--- src/design/mmrs_pkg.sv ---
// package: constants and types of the module management and rate select block
package mmrs_pkg;

    // clock and start-up timing
    localparam int unsigned CLK_HZ      = 50_000_000;        // system clock rate
    localparam int unsigned INIT_TIME_S = 10;                // longest start-up time, s
    localparam int unsigned INIT_CYCLES = INIT_TIME_S * CLK_HZ; // rounded down

    // two-wire device addresses (7-bit part, r/w bit dropped)
    localparam logic [6:0] ID_DEV_ADDR   = 7'h50;            // identification map
    localparam logic [6:0] DIAG_DEV_ADDR = 7'h51;            // diagnostics map

    // identification map
    localparam logic [7:0] ID_BYTE0_RESET = 8'h5c;           // type code in byte 0, arbitrary

    // diagnostics map layout
    localparam logic [7:0] THR_END        = 8'h28;           // thresholds 0x00..0x27
    localparam logic [7:0] MON_BASE       = 8'h60;           // live values 0x60..0x69
    localparam logic [7:0] MON_END        = 8'h6a;
    localparam logic [7:0] ALARM_BASE     = 8'h70;           // alarm flags 0x70..0x71
    localparam logic [7:0] WARN_BASE      = 8'h74;           // warning flags 0x74..0x75
    localparam logic [7:0] USER_BASE      = 8'h80;           // user area 0x80..0xff
    localparam logic [7:0] RATE_SOFT_LO   = 8'h6e;           // rate_select_soft_lo
    localparam logic [7:0] RATE_SOFT_HI   = 8'h76;           // rate_select_soft_hi
    localparam int unsigned RATE_SOFT_BIT = 3;               // soft rate bit position
    localparam logic [7:0] RATE_SOFT_RESET = 8'h08;          // soft rate bit set at power-up

    // factory thresholds per value: alarm hi, alarm lo, warn hi, warn lo
    localparam int unsigned   MON_COUNT   = 5;
    localparam logic [63:0]   THR_ONE     = 64'hc000_1000_b000_2000;
    localparam logic [319:0]  THR_RESET   = {5{THR_ONE}};

    // live monitor values from the diag_monitor_controller
    typedef struct packed {
        logic [15:0] temp;                                   // module temperature
        logic [15:0] vcc;                                    // supply voltage
        logic [15:0] bias;                                   // laser bias current
        logic [15:0] tx_pwr;                                 // transmit optical power
        logic [15:0] rx_pwr;                                 // receive optical power
    } mmrs_mon_t;

    // clock-recovery locking modes
    typedef enum logic [1:0] {
        CDR_LOCK_8G5,
        CDR_LOCK_10G,
        CDR_BYPASS
    } mmrs_cdr_mode_t;

    typedef struct packed {
        mmrs_cdr_mode_t tx;                                  // transmit unit mode
        mmrs_cdr_mode_t rx;                                  // receive unit mode
    } mmrs_cdr_t;

endpackage

--- src/design/mmrs_top.sv ---
// module: two-wire management slave, diagnostics flags and rate select
`timescale 1ns/10ps
module mmrs_top #(
    parameter int unsigned INIT_CYCLES = mmrs_pkg::INIT_CYCLES
) (
    input  wire logic              clk,
    input  wire logic              sys_rst,
    input  wire logic              scl_i,
    input  wire logic              sda_i,
    output logic                   sda_o,
    output logic                   sda_oe,
    input  wire logic              rate_pin_lo,
    input  wire logic              rate_pin_hi,
    input  wire logic              low_power_req,
    input  wire mmrs_pkg::mmrs_mon_t mon,
    output mmrs_pkg::mmrs_cdr_t    cdr_mode,
    output logic                   traffic_en,
    output logic                   init_done
);

    ////////////////////////////////////////////////////////////////////////////
    // pin synchronisers
    logic [1:0] scl_s;                     // scl through two flops
    logic [1:0] sda_s;                     // sda through two flops
    logic [1:0] rlo_s;                     // rate_pin_lo synchroniser
    logic [1:0] rhi_s;                     // rate_pin_hi synchroniser
    logic [1:0] lp_s;                      // low_power_req synchroniser
    logic       scl_d;                     // last synced scl, for edges
    logic       sda_d;                     // last synced sda, for edges

    // first flops read only by second flops; bus lines idle high
    always_ff @(posedge clk) begin
        if (sys_rst) begin
            scl_s <= 2'h3;
            sda_s <= 2'h3;
            rlo_s <= 2'h0;
            rhi_s <= 2'h0;
            lp_s  <= 2'h0;
            scl_d <= 1'b1;
            sda_d <= 1'b1;
        end else begin
            scl_s <= {scl_s[0], scl_i};
            sda_s <= {sda_s[0], sda_i};
            rlo_s <= {rlo_s[0], rate_pin_lo};
            rhi_s <= {rhi_s[0], rate_pin_hi};
            lp_s  <= {lp_s[0], low_power_req};
            scl_d <= scl_s[1];
            sda_d <= sda_s[1];
        end
    end

    // edges and framing seen at the system clock
    logic scl_rise;
    logic scl_fall;
    logic bus_start;
    logic bus_stop;
    assign scl_rise  = scl_s[1] & ~scl_d;
    assign scl_fall  = ~scl_s[1] & scl_d;
    assign bus_start = scl_s[1] & scl_d & sda_d & ~sda_s[1];
    assign bus_stop  = scl_s[1] & scl_d & ~sda_d & sda_s[1];

    ////////////////////////////////////////////////////////////////////////////
    // storage
    logic [7:0] id_mem   [0:255];          // identification map, factory content
    logic [7:0] diag_mem [0:255];          // thresholds and user area
    logic [7:0] soft_lo;                   // rate_select_soft_lo
    logic [7:0] soft_hi;                   // rate_select_soft_hi
    logic [7:0] alarm_b0;                  // alarm flags, first byte
    logic [7:0] alarm_b1;                  // alarm flags, second byte
    logic [7:0] warn_b0;                   // warning flags, first byte
    logic [7:0] warn_b1;                   // warning flags, second byte

    ////////////////////////////////////////////////////////////////////////////
    // slave state
    typedef enum logic [3:0] {
        S_IDLE, S_DEV, S_DEV_ACK, S_ADDR, S_ADDR_ACK,
        S_WR, S_WR_ACK, S_RD, S_RD_ACK
    } mmrs_state_t;

    mmrs_state_t state;                    // bus sequencer state
    logic [3:0]  bit_cnt;                  // bits moved in current byte
    logic [7:0]  shift_in;                 // received bits
    logic [7:0]  shift_out;                // bits still to send
    logic        sel_diag;                 // 1: diagnostics map addressed
    logic        rd_mode;                  // r/w bit of the address byte
    logic        host_nack;                // host refused further bytes
    logic [7:0]  ptr;                      // current word pointer
    logic        wr_stb;                   // one-cycle write of shift_in at ptr
    logic        ptr_inc;                  // one-cycle pointer advance
    logic        ptr_load;                 // one-cycle pointer load

    ////////////////////////////////////////////////////////////////////////////
    // read data path: live values and flags come from logic, not memory
    logic [79:0] mon_flat;
    logic [7:0]  mon_idx;
    logic [7:0]  rd_data;
    assign mon_flat = mon;
    assign mon_idx  = ptr - mmrs_pkg::MON_BASE;

    always_comb begin
        rd_data = id_mem[ptr];
        if (sel_diag) begin
            if (ptr >= mmrs_pkg::MON_BASE && ptr < mmrs_pkg::MON_END) begin
                rd_data = mon_flat[8'd79 - {mon_idx[6:0], 3'h0} -: 8];
            end else if (ptr == mmrs_pkg::ALARM_BASE) begin
                rd_data = alarm_b0;
            end else if (ptr == mmrs_pkg::ALARM_BASE + 8'h01) begin
                rd_data = alarm_b1;
            end else if (ptr == mmrs_pkg::WARN_BASE) begin
                rd_data = warn_b0;
            end else if (ptr == mmrs_pkg::WARN_BASE + 8'h01) begin
                rd_data = warn_b1;
            end else if (ptr == mmrs_pkg::RATE_SOFT_LO) begin
                rd_data = soft_lo;
            end else if (ptr == mmrs_pkg::RATE_SOFT_HI) begin
                rd_data = soft_hi;
            end else begin
                rd_data = diag_mem[ptr];
            end
        end
    end

    ////////////////////////////////////////////////////////////////////////////
    // bus sequencer: samples on scl rise, changes sda on scl fall
    always_ff @(posedge clk) begin
        wr_stb   <= 1'b0;
        ptr_inc  <= 1'b0;
        ptr_load <= 1'b0;
        if (sys_rst) begin
            state     <= S_IDLE;
            bit_cnt   <= 4'h0;
            shift_in  <= 8'h00;
            shift_out <= 8'h00;
            sel_diag  <= 1'b0;
            rd_mode   <= 1'b0;
            host_nack <= 1'b0;
            sda_oe    <= 1'b0;
        end else if (bus_stop) begin
            state  <= S_IDLE;
            sda_oe <= 1'b0;
        end else if (bus_start) begin
            state   <= S_DEV;              // repeated start too
            bit_cnt <= 4'h0;
            sda_oe  <= 1'b0;
        end else if (scl_rise) begin
            // host bits are taken on the rising edge
            case (state)
                S_DEV, S_ADDR, S_WR: begin
                    shift_in <= {shift_in[6:0], sda_s[1]};
                    bit_cnt  <= bit_cnt + 4'h1;
                end
                S_RD_ACK: host_nack <= sda_s[1];
                default: ;
            endcase
        end else if (scl_fall) begin
            // own bits and acks change only while scl is low
            case (state)
                S_DEV: if (bit_cnt == 4'h8) begin
                    bit_cnt <= 4'h0;
                    if (shift_in[7:1] == mmrs_pkg::ID_DEV_ADDR ||
                        shift_in[7:1] == mmrs_pkg::DIAG_DEV_ADDR) begin
                        sel_diag <= shift_in[1];
                        rd_mode  <= shift_in[0];
                        sda_oe   <= 1'b1;     // ack
                        state    <= S_DEV_ACK;
                    end else begin
                        state <= S_IDLE;
                    end
                end
                S_DEV_ACK: begin
                    if (rd_mode) begin
                        shift_out <= rd_data;
                        sda_oe    <= ~rd_data[7];
                        bit_cnt   <= 4'h1;
                        state     <= S_RD;
                    end else begin
                        sda_oe <= 1'b0;
                        state  <= S_ADDR;
                    end
                end
                S_ADDR: if (bit_cnt == 4'h8) begin
                    ptr_load <= 1'b1;
                    sda_oe   <= 1'b1;
                    state    <= S_ADDR_ACK;
                end
                S_ADDR_ACK: begin
                    sda_oe  <= 1'b0;
                    bit_cnt <= 4'h0;
                    state   <= S_WR;
                end
                S_WR: if (bit_cnt == 4'h8) begin
                    wr_stb <= 1'b1;
                    sda_oe <= 1'b1;
                    state  <= S_WR_ACK;
                end
                S_WR_ACK: begin
                    sda_oe  <= 1'b0;
                    bit_cnt <= 4'h0;
                    state   <= S_WR;
                end
                S_RD: begin
                    if (bit_cnt == 4'h8) begin
                        sda_oe  <= 1'b0;   // release for the host ack
                        ptr_inc <= 1'b1;
                        state   <= S_RD_ACK;
                    end else begin
                        sda_oe    <= ~shift_out[6];
                        shift_out <= {shift_out[6:0], 1'b0};
                        bit_cnt   <= bit_cnt + 4'h1;
                    end
                end
                S_RD_ACK: begin
                    if (host_nack) begin
                        state <= S_IDLE;
                    end else begin
                        shift_out <= rd_data;
                        sda_oe    <= ~rd_data[7];
                        bit_cnt   <= 4'h1;
                        state     <= S_RD;
                    end
                end
                default: ;
            endcase
        end
    end

    // only low is ever driven: the line is open-drain
    always_ff @(posedge clk) begin
        sda_o <= 1'b0;
    end

    ////////////////////////////////////////////////////////////////////////////
    // word pointer: loads from the address byte, advances after each word
    always_ff @(posedge clk) begin
        if (sys_rst) begin
            ptr <= 8'h00;
        end else if (ptr_load) begin
            ptr <= shift_in;
        end else if (ptr_inc || wr_stb) begin
            ptr <= ptr + 8'h01;
        end
    end

    ////////////////////////////////////////////////////////////////////////////
    // memory writes: identification map and thresholds are write-protected
    logic user_wr;
    assign user_wr = wr_stb && sel_diag && ptr >= mmrs_pkg::USER_BASE;

    always_ff @(posedge clk) begin
        if (sys_rst) begin
            for (int i = 0; i < 256; i++) begin
                id_mem[i]   <= 8'h00;
                diag_mem[i] <= 8'h00;
            end
            id_mem[0] <= mmrs_pkg::ID_BYTE0_RESET;
            for (int i = 0; i < 40; i++) begin
                diag_mem[i] <= mmrs_pkg::THR_RESET[319 - 8*i -: 8];
            end
        end else if (user_wr) begin
            diag_mem[ptr] <= shift_in;
        end
    end

    // soft rate registers: set at power-up, host may rewrite
    always_ff @(posedge clk) begin
        if (sys_rst) begin
            soft_lo <= mmrs_pkg::RATE_SOFT_RESET;
            soft_hi <= mmrs_pkg::RATE_SOFT_RESET;
        end else if (wr_stb && sel_diag) begin
            if (ptr == mmrs_pkg::RATE_SOFT_LO) begin
                soft_lo <= shift_in;
            end else if (ptr == mmrs_pkg::RATE_SOFT_HI) begin
                soft_hi <= shift_in;
            end
        end
    end

    ////////////////////////////////////////////////////////////////////////////
    // threshold compare, one per monitored value, in value order
    logic [4:0] a_hi;                      // above high alarm
    logic [4:0] a_lo;                      // below low alarm
    logic [4:0] w_hi;                      // above high warning
    logic [4:0] w_lo;                      // below low warning

    for (genvar g = 0; g < mmrs_pkg::MON_COUNT; g++) begin : g_cmp
        logic [15:0] val;
        logic [15:0] thr_ah;
        logic [15:0] thr_al;
        logic [15:0] thr_wh;
        logic [15:0] thr_wl;
        assign val    = mon_flat[79 - 16*g -: 16];
        assign thr_ah = {diag_mem[8*g],     diag_mem[8*g + 1]};
        assign thr_al = {diag_mem[8*g + 2], diag_mem[8*g + 3]};
        assign thr_wh = {diag_mem[8*g + 4], diag_mem[8*g + 5]};
        assign thr_wl = {diag_mem[8*g + 6], diag_mem[8*g + 7]};
        assign a_hi[4 - g] = val > thr_ah;
        assign a_lo[4 - g] = val < thr_al;
        assign w_hi[4 - g] = val > thr_wh;
        assign w_lo[4 - g] = val < thr_wl;
    end

    // flags follow the live values; hi/lo pairs packed from bit 7 down
    always_ff @(posedge clk) begin
        if (sys_rst) begin
            alarm_b0 <= 8'h00;
            alarm_b1 <= 8'h00;
            warn_b0  <= 8'h00;
            warn_b1  <= 8'h00;
        end else begin
            alarm_b0 <= {a_hi[4], a_lo[4], a_hi[3], a_lo[3],
                         a_hi[2], a_lo[2], a_hi[1], a_lo[1]};
            alarm_b1 <= {a_hi[0], a_lo[0], 6'h00};
            warn_b0  <= {w_hi[4], w_lo[4], w_hi[3], w_lo[3],
                         w_hi[2], w_lo[2], w_hi[1], w_lo[1]};
            warn_b1  <= {w_hi[0], w_lo[0], 6'h00};
        end
    end

    ////////////////////////////////////////////////////////////////////////////
    // effective rate bits and clock-recovery modes
    logic eff_lo;
    logic eff_hi;
    assign eff_lo = rlo_s[1] | soft_lo[mmrs_pkg::RATE_SOFT_BIT];
    assign eff_hi = rhi_s[1] | soft_hi[mmrs_pkg::RATE_SOFT_BIT];

    // mode follows pins three cycles and soft bits one cycle after a change
    always_ff @(posedge clk) begin
        if (sys_rst) begin
            cdr_mode.tx <= mmrs_pkg::CDR_LOCK_10G;
            cdr_mode.rx <= mmrs_pkg::CDR_LOCK_10G;
        end else begin
            case ({eff_lo, eff_hi})
                2'h0: begin
                    cdr_mode.tx <= mmrs_pkg::CDR_LOCK_8G5;
                    cdr_mode.rx <= mmrs_pkg::CDR_LOCK_8G5;
                end
                2'h1: begin
                    cdr_mode.tx <= mmrs_pkg::CDR_BYPASS;
                    cdr_mode.rx <= mmrs_pkg::CDR_LOCK_10G;
                end
                2'h2: begin
                    cdr_mode.tx <= mmrs_pkg::CDR_BYPASS;
                    cdr_mode.rx <= mmrs_pkg::CDR_BYPASS;
                end
                default: begin
                    cdr_mode.tx <= mmrs_pkg::CDR_LOCK_10G;
                    cdr_mode.rx <= mmrs_pkg::CDR_LOCK_10G;
                end
            endcase
        end
    end

    ////////////////////////////////////////////////////////////////////////////
    // start-up: the bus works at once, traffic waits for the init count
    logic [31:0] init_cnt;

    always_ff @(posedge clk) begin
        if (sys_rst) begin
            init_cnt  <= 32'h0;
            init_done <= 1'b0;
        end else if (!init_done) begin
            init_cnt <= init_cnt + 32'h1;
            if (init_cnt >= INIT_CYCLES - 32'h1) begin
                init_done <= 1'b1;
            end
        end
    end

    // no power-level handshake needed; low power only stops traffic
    always_ff @(posedge clk) begin
        if (sys_rst) begin
            traffic_en <= 1'b0;
        end else begin
            traffic_en <= init_done & ~lp_s[1];
        end
    end

endmodule // mmrs_top

--- config.mk ---
export PLATFORM = sky130hd
export DESIGN_NAME = mmrs_top
export DESIGN_NICKNAME = d
export VERILOG_FILES = /design/src/design/mmrs_pkg.sv /design/src/design/mmrs_top.sv
export SDC_FILE = /design/constraint.sdc
export NUM_CORES = 2
export LEC_CHECK = 0
export BUFFER_PORTS_ARGS = -buffer_cell sky130_fd_sc_hd__buf_2
export CORE_ASPECT_RATIO = 1.75
export CORE_UTILIZATION = 45
export DETAILED_ROUTE_END_ITERATION = 10
export GPL_TIMING_DRIVEN = 0
export SYNTH_ARGS = -nofsm -noshare
export SYNTH_HDL_FRONTEND = slang
export SYNTH_SLANG_ARGS = --single-unit
--- constraint.sdc ---
create_clock -name clk -period 3.1 [get_ports clk]
set_input_delay 0.31 -clock clk [delete_from_list [all_inputs] [get_ports clk]]
set_output_delay 0.31 -clock clk [all_outputs]
set_load 0.05 [all_outputs]
[Word-level counts from Yosys, hierarchy flattened]
Memory sizes are Yosys's and may differ from the RTL's. A register that Yosys moved wholly into a read port is not among the register bits.
Index checks and enable logic that the tools add are counted.
Word-level totals
  bits in registers: 136
  latch bits: 0
  bits in writable memories: 3072
  memory bits (read-only): 0
  bits of input ports: 87
  output and inout port bits: 8
  logic and storage cells: 300
  memories: 2
Memory list
  diag_mem: words 256, bits a word 8, rd ports 41, clocked after memory_dff 1, wr ports 256, RTL line mmrs_top.sv:65  | logic [7:0] diag_mem [0:255];
  id_mem: words 256, bits a word 4, rd ports 1, clocked after memory_dff 1, wr ports 256, RTL line mmrs_top.sv:64  | logic [7:0] id_mem [0:255];
Cells by class
  add/subtract/negate cells: 5
  multipliers: 0
  div/mod/pow operators: 0
  magnitude comparators: 24
  equality and inequality tests: 38
  shifts and indexed selects: 1
  multiplexer cells: 98
  bitwise operators: 66
  reduce and logical (&&, ||, !) cells: 33
Operators by type and width (number)
  two-way mux 8 bit: 56
  > comparator 16 bit: 10
  < comparator 16 bit: 10
  variable part select 87 x 11 -> 8 bit: 1
  two-way mux 4 bit: 13
  == test 8 x 7 -> 1 bit (second input constant): 6
  OR 1 bit: 43
  adder 32 x 1 -> 32 bit (second input constant): 1
  >= comparator 32 x 29 -> 1 bit (second input constant): 1
  case mux 4 bit (7 select lines): 1
  AND reduction 7 bit: 4
  two-way mux 7 bit: 3
  case mux 7 bit (3 select lines): 1
  case mux 4 bit (5 select lines): 1
  two-way mux 1 bit: 18
  OR reduction 6 bit: 3
  == test 4 x 3 -> 1 bit (second input constant): 4
  inequality test 2 bit (second input constant): 8
  inequality test 4 bit (second input constant): 4
  AND reduction 8 bit: 2
  inverter 1 bit: 15
  == test 7 bit (second input constant): 2
  nonzero test 7 bit: 2
  inequality test 3 bit (second input constant): 4
  32 further kinds: 52

[Logic depth before layout (Yosys ltp)]
  depth after elaboration: 12
  depth in mapped cells: 14
  mapped depth without buffers: 10

[Worst setup path after synthesis]
OpenSTA, ideal clock, no wires.
  path type: reg2reg
  start point: register ptr[0]
  end point: register shift_out[6]
  library setup time: 0.092 ns
  arrival: 2.955 ns
  required time: 3.008 ns
  path slack: 0.053 ns
  cell stages (with the launch flop): 14
  path buffers: 4
  period minus slack after synthesis: 3.047 ns
  cell sequence: dfxtp_1 > buf_2 > buf_2 > buf_2 > inv_1 > ha_1 > nand3_1 > or4_1 > clkbuf_1 > nand3_1 > a2111o_1 > a31oi_1 > nor4_1 > nor4_1
On the way
  cells in the longest elaborated chain, start to end: 11
  elaborated cells between the ends (all ways): 23
  those cells by class: 2 x add/sub; 2 x order compare; 6 x eq/ne; 1 x shift; 11 x mux; 1 x reduce/logical
RTL lines
  start, declared: RTL line mmrs_top.sv:87  | logic [7:0] ptr;
  start signal, assigned: RTL line mmrs_top.sv:238  | ptr <= shift_in;
  start signal, assigned: RTL line mmrs_top.sv:240  | ptr <= ptr + 8'h01;
  branches (longest 7 deep; another with subtractor 7 x 10 -> 10 bit)
  two-way mux 8 bit *: RTL line mmrs_top.sv:103  | if (ptr >= mmrs_pkg::MON_BASE && ptr < mmrs_pkg::MON_END) begin
  two-way mux 8 bit *: RTL line mmrs_top.sv:102  | if (sel_diag) begin
  two-way mux 7 bit, on equally long branches: RTL line mmrs_top.sv:213, mmrs_top.sv:171
  case mux 7 bit (3 select lines) *: RTL line mmrs_top.sv:157  | case (state)
  end signal, assigned: RTL line mmrs_top.sv:172  | shift_out <= rd_data;
  end signal, assigned: RTL line mmrs_top.sv:208  | shift_out <= {shift_out[6:0], 1'b0};
  end signal, assigned: RTL line mmrs_top.sv:216  | shift_out <= rd_data;
  end, declared: RTL line mmrs_top.sv:83  | logic [7:0] shift_out;
Mark *: on every way between the ends. The select of a mux whose other input is x is not followed.
A chain may end at the register's enable or synchronous reset.

==> reports/results.ini <==
[worst_hold_path]
hold_path_depth = 5
min-delay-start = mon[15]
hold_end = warn_b1[6]
hold_path_class = primary input to flop

[synth]
ys_seq_area_share_pct = 63.14
synth_compound_area_share_pct = 4.593
ys_seq_elements = 2180
ys_types = 76
ys_top_cells_by_area = edfxtp_1, mux4_2, and2_1
post_synth.cell_area_avg_um2 = 15.06
synth_top_area_cell = edfxtp_1
synth_xor_area_share_pct = 0.2759
synth_cells = 6745
syn-cell-area_mm2 = 0.1016
async_flop_share_pct = 0
synthMuxAreaShare_pct = 13.59
synthSimpleGateAreaFrac_pct = 10.84
synthAdderAreaFrac_pct = 4.003
synth_warnings = 0
synth_enable_flop_cells = 2048
synth_top_area_share_pct = 60.54
synthFlopType = edfxtp_1
synth_top_family_by_area = multiplexers

[cells_and_area]
fin_area_mm2 = 0.1231
fin_nets = 8714
synthToLayoutAreaGrowth_pct = 21.23
layoutNonFillerInstCount = 11406
drive_gt1_share_pct = 21.62

[grt]
grt_pass1_wl_um = 610300
grt_pass1_vias = 67190
gr-total-overflow = 0
grt_max_degree = 19
antenna_found_initial = 55
grt_usage_pct = 41.39

[worst_setup_path]
critPathKind = flop to flop
worstPathRequired_ps = 3800
cp.arrival_ps = 4450
cp-start-kind = flop
rrSetupSlack_ps = -650
r2r_cells = 12
end_kind = flop
r2r_end = shift_out[6]
crit_fanout = 10

[sta]
setup_viol = 210
fmax_mhz = 266.6
tightest_slew_ps = 1580
skew_ps = 54.02
rsz0062_at_grt = yes
fin_crit_sh_pct = 121.0
min_period_ps = 3750
finalWorstSetupSlack_ps = -650.4
maxSlewViolCount = 18
hold_viol_final = 0
maxSlewHeadroom_pct = -5.335

[place]
placed_cell_area_mm2 = 0.1100
hpwl_um = 332700
gp_congestion = 1.053
port_buffers = 92
dp_cells = 10781

[floorplanning]
die_area_mm2 = 0.2277
die_h_um = 630.5
row_count = 230
ios = 95
dieWidth_um = 361.2
start_util_pct = 45.31
core_area_mm2 = 0.2242

[clock_tree]
htree_levels = 4
path_clk_slew_ps = 70
clock-root-buffer = clkbuf_16
cts_max_path_buffers = 4
clk_latency_ps = 910
tritoncts = built
cts_sinks = 2180
numCtsBuffers = 206

[detailed_routing]
drc = 0
via_per_inst = 6.040
firstDrtPassIters = 9
drtIter0Drc = 9006
wl_um = 470000
ant_nets = 0
vias = 68897
wl_per_cell_um = 41.20

[run]
drv_cap = 5

[power]
static-leakage-power_uw = 0.04628
p_per_area_mw_per_mm2 = 519.8
p_total_uw = 64010
ir_drop_uv = 420.0

[outcome]
status = finished with violations
violations = capacitance limit, slew limit, setup timing

## synthesized netlist by cell type (11+ instances only)
master	count
nand3_1	73
mux4_1	12
edfxtp_1	2048
o22ai_1	33
buf_6	21
a211oi_1	23
xnor2_1	13
a221oi_1	28
a22oi_1	51
clkbuf_1	365
a21oi_1	166
nor4_1	11
mux2i_1	144
o21ai_0	110
o211ai_1	25
ha_1	325
nor2b_1	45
nor3b_1	11
or2_2	141
buf_2	66
nand4_1	59
and3_1	16
nor2_1	303
buf_1	24
nor3_1	34
inv_1	335
buf_4	32
dfxtp_1	132
or3_1	16
a2111oi_0	11
and2_1	1029
nand2b_1	23
a22o_1	12
a21o_1	107
o21a_1	54
a31oi_1	20
xor2_1	19
nand2_1	175
mux4_2	530
## how the worst max path moves through the flow
stage,depth (start not counted),startpoint,to
6_report,12,flop,shift_out[6]
2_1_floorplan,13,ptr[0],shift_out[6]
3_5_place_dp,10,flop,shift_out[2]
5_1_grt,12,flop,shift_out[6]
4_1_cts,12,flop,shift_out[2]
3_3_place_gp,11,flop,shift_out[5]
## power by group
| group | internal (µW) | switching (µW) |
|---|---|---|
| registers | 33800 | 600 |
| clock network | 13800 | 11700 |
| logic | 1390 | 2630 |
## layer usage
| layer | GRT usage, % | routed length, µm | up-vias |
|---|---|---|---|
| li1 | - | - | 27509 |
| met1 | 41.17 | 136900 | 34718 |
| met2 | 66.55 | 221300 | 4845 |
| met3 | 10.77 | 46500 | 1809 |
| met4 | 46.61 | 64980 | 16 |
| met5 | 0 | 218 | - |
## sequential cells by signal, summed over array words and instances, names as in the netlist, 4 cells and up, named ones only
register   cells
soft_hi        8
init_cnt      32
alarm_b0       8
warn_b0        8
soft_lo        8
shift_out      7
shift_in       8
diag_mem    2048
ptr            8
state          4
cdr_mode       4
bit_cnt        4
## cell usage in the layout (no fill, tap or decap), drive strengths merged, types with 33 or more instances in the layout
cell and n:
diode 48, nand3 73, and2 1029, o21ai 113, ha 325, nor2 303
nand2 175, conb 1025, a22oi 51, inv 346, clkbuf 615, edfxtp 2048
nor2b 45, nand4 59, or2 141, o22ai 33, mux2i 144, nor3 34
o21a 54, dfxtp 132, buf 480, mux4 542, a21oi 166, a21o 107
clkinv 69
## per-stage QoR
| step | util (%) | setup WS (ps) | hold slack (ps) | setup TNS (ps) |
|---|---|---|---|---|
| 2_1_floorplan | - | 52.94 | 372.1 | 0 |
| 3_3_place_gp | 48.85 | -4536 | 377.4 | -3871100 |
| 3_5_place_dp | 49.05 | -3886 | 385.1 | -3897600 |
| 4_1_cts | 54.38 | -507.3 | 28.33 | -32270 |
| 5_1_grt | 54.90 | -560.5 | 80.97 | -8546 |
| 6_report | 54.93 | -650.4 | 52.83 | -15040 |
## worst max-delay path, stage by stage (launching register included)
cell	delay (ps)
dfxtp_4	400
buf_12	230
buf_12	250
buf_16	200
buf_4	160
mux2i_1	620
a22oi_1	200
nand3_1	190
o211ai_1	200
a2111oi_4	580
a2111oi_4	110
nor4_2	280
nor4_1	70
## cell type report
class | instances | area (µm²)
Fill cell | 18307 | 101000
Sequential cell | 2180 | 64150
Multi-Input combinational cell | 4740 | 39890
Clock buffer | 263 | 5484
Buffer | 504 | 4447
Tap cell | 2900 | 3628
Timing Repair Buffer | 334 | 3212
Inverter | 336 | 1264
Clock inverter | 101 | 949.7
Antenna cell | 48 | 120.1
## cell families after synthesis
family / count (synthesis)
DFF: 2180
and+or+nand+nor: 1962
buffers and inverters: 848
AOI/OAI and AO/OA: 700
muxes: 696
adders and majority gates: 325
xor gates and xnor gates: 32
other: 2
## what timing repair did
item,in CTS,in global routing
hold buffers,5,0
pin swaps,35,43
buffers inserted,174,42
cloned,1,0
hold endpoints to repair,5,0
setup endpoints to repair,2077,1150
gates resized for setup,897,173
(Power assumes the default switching activity.)
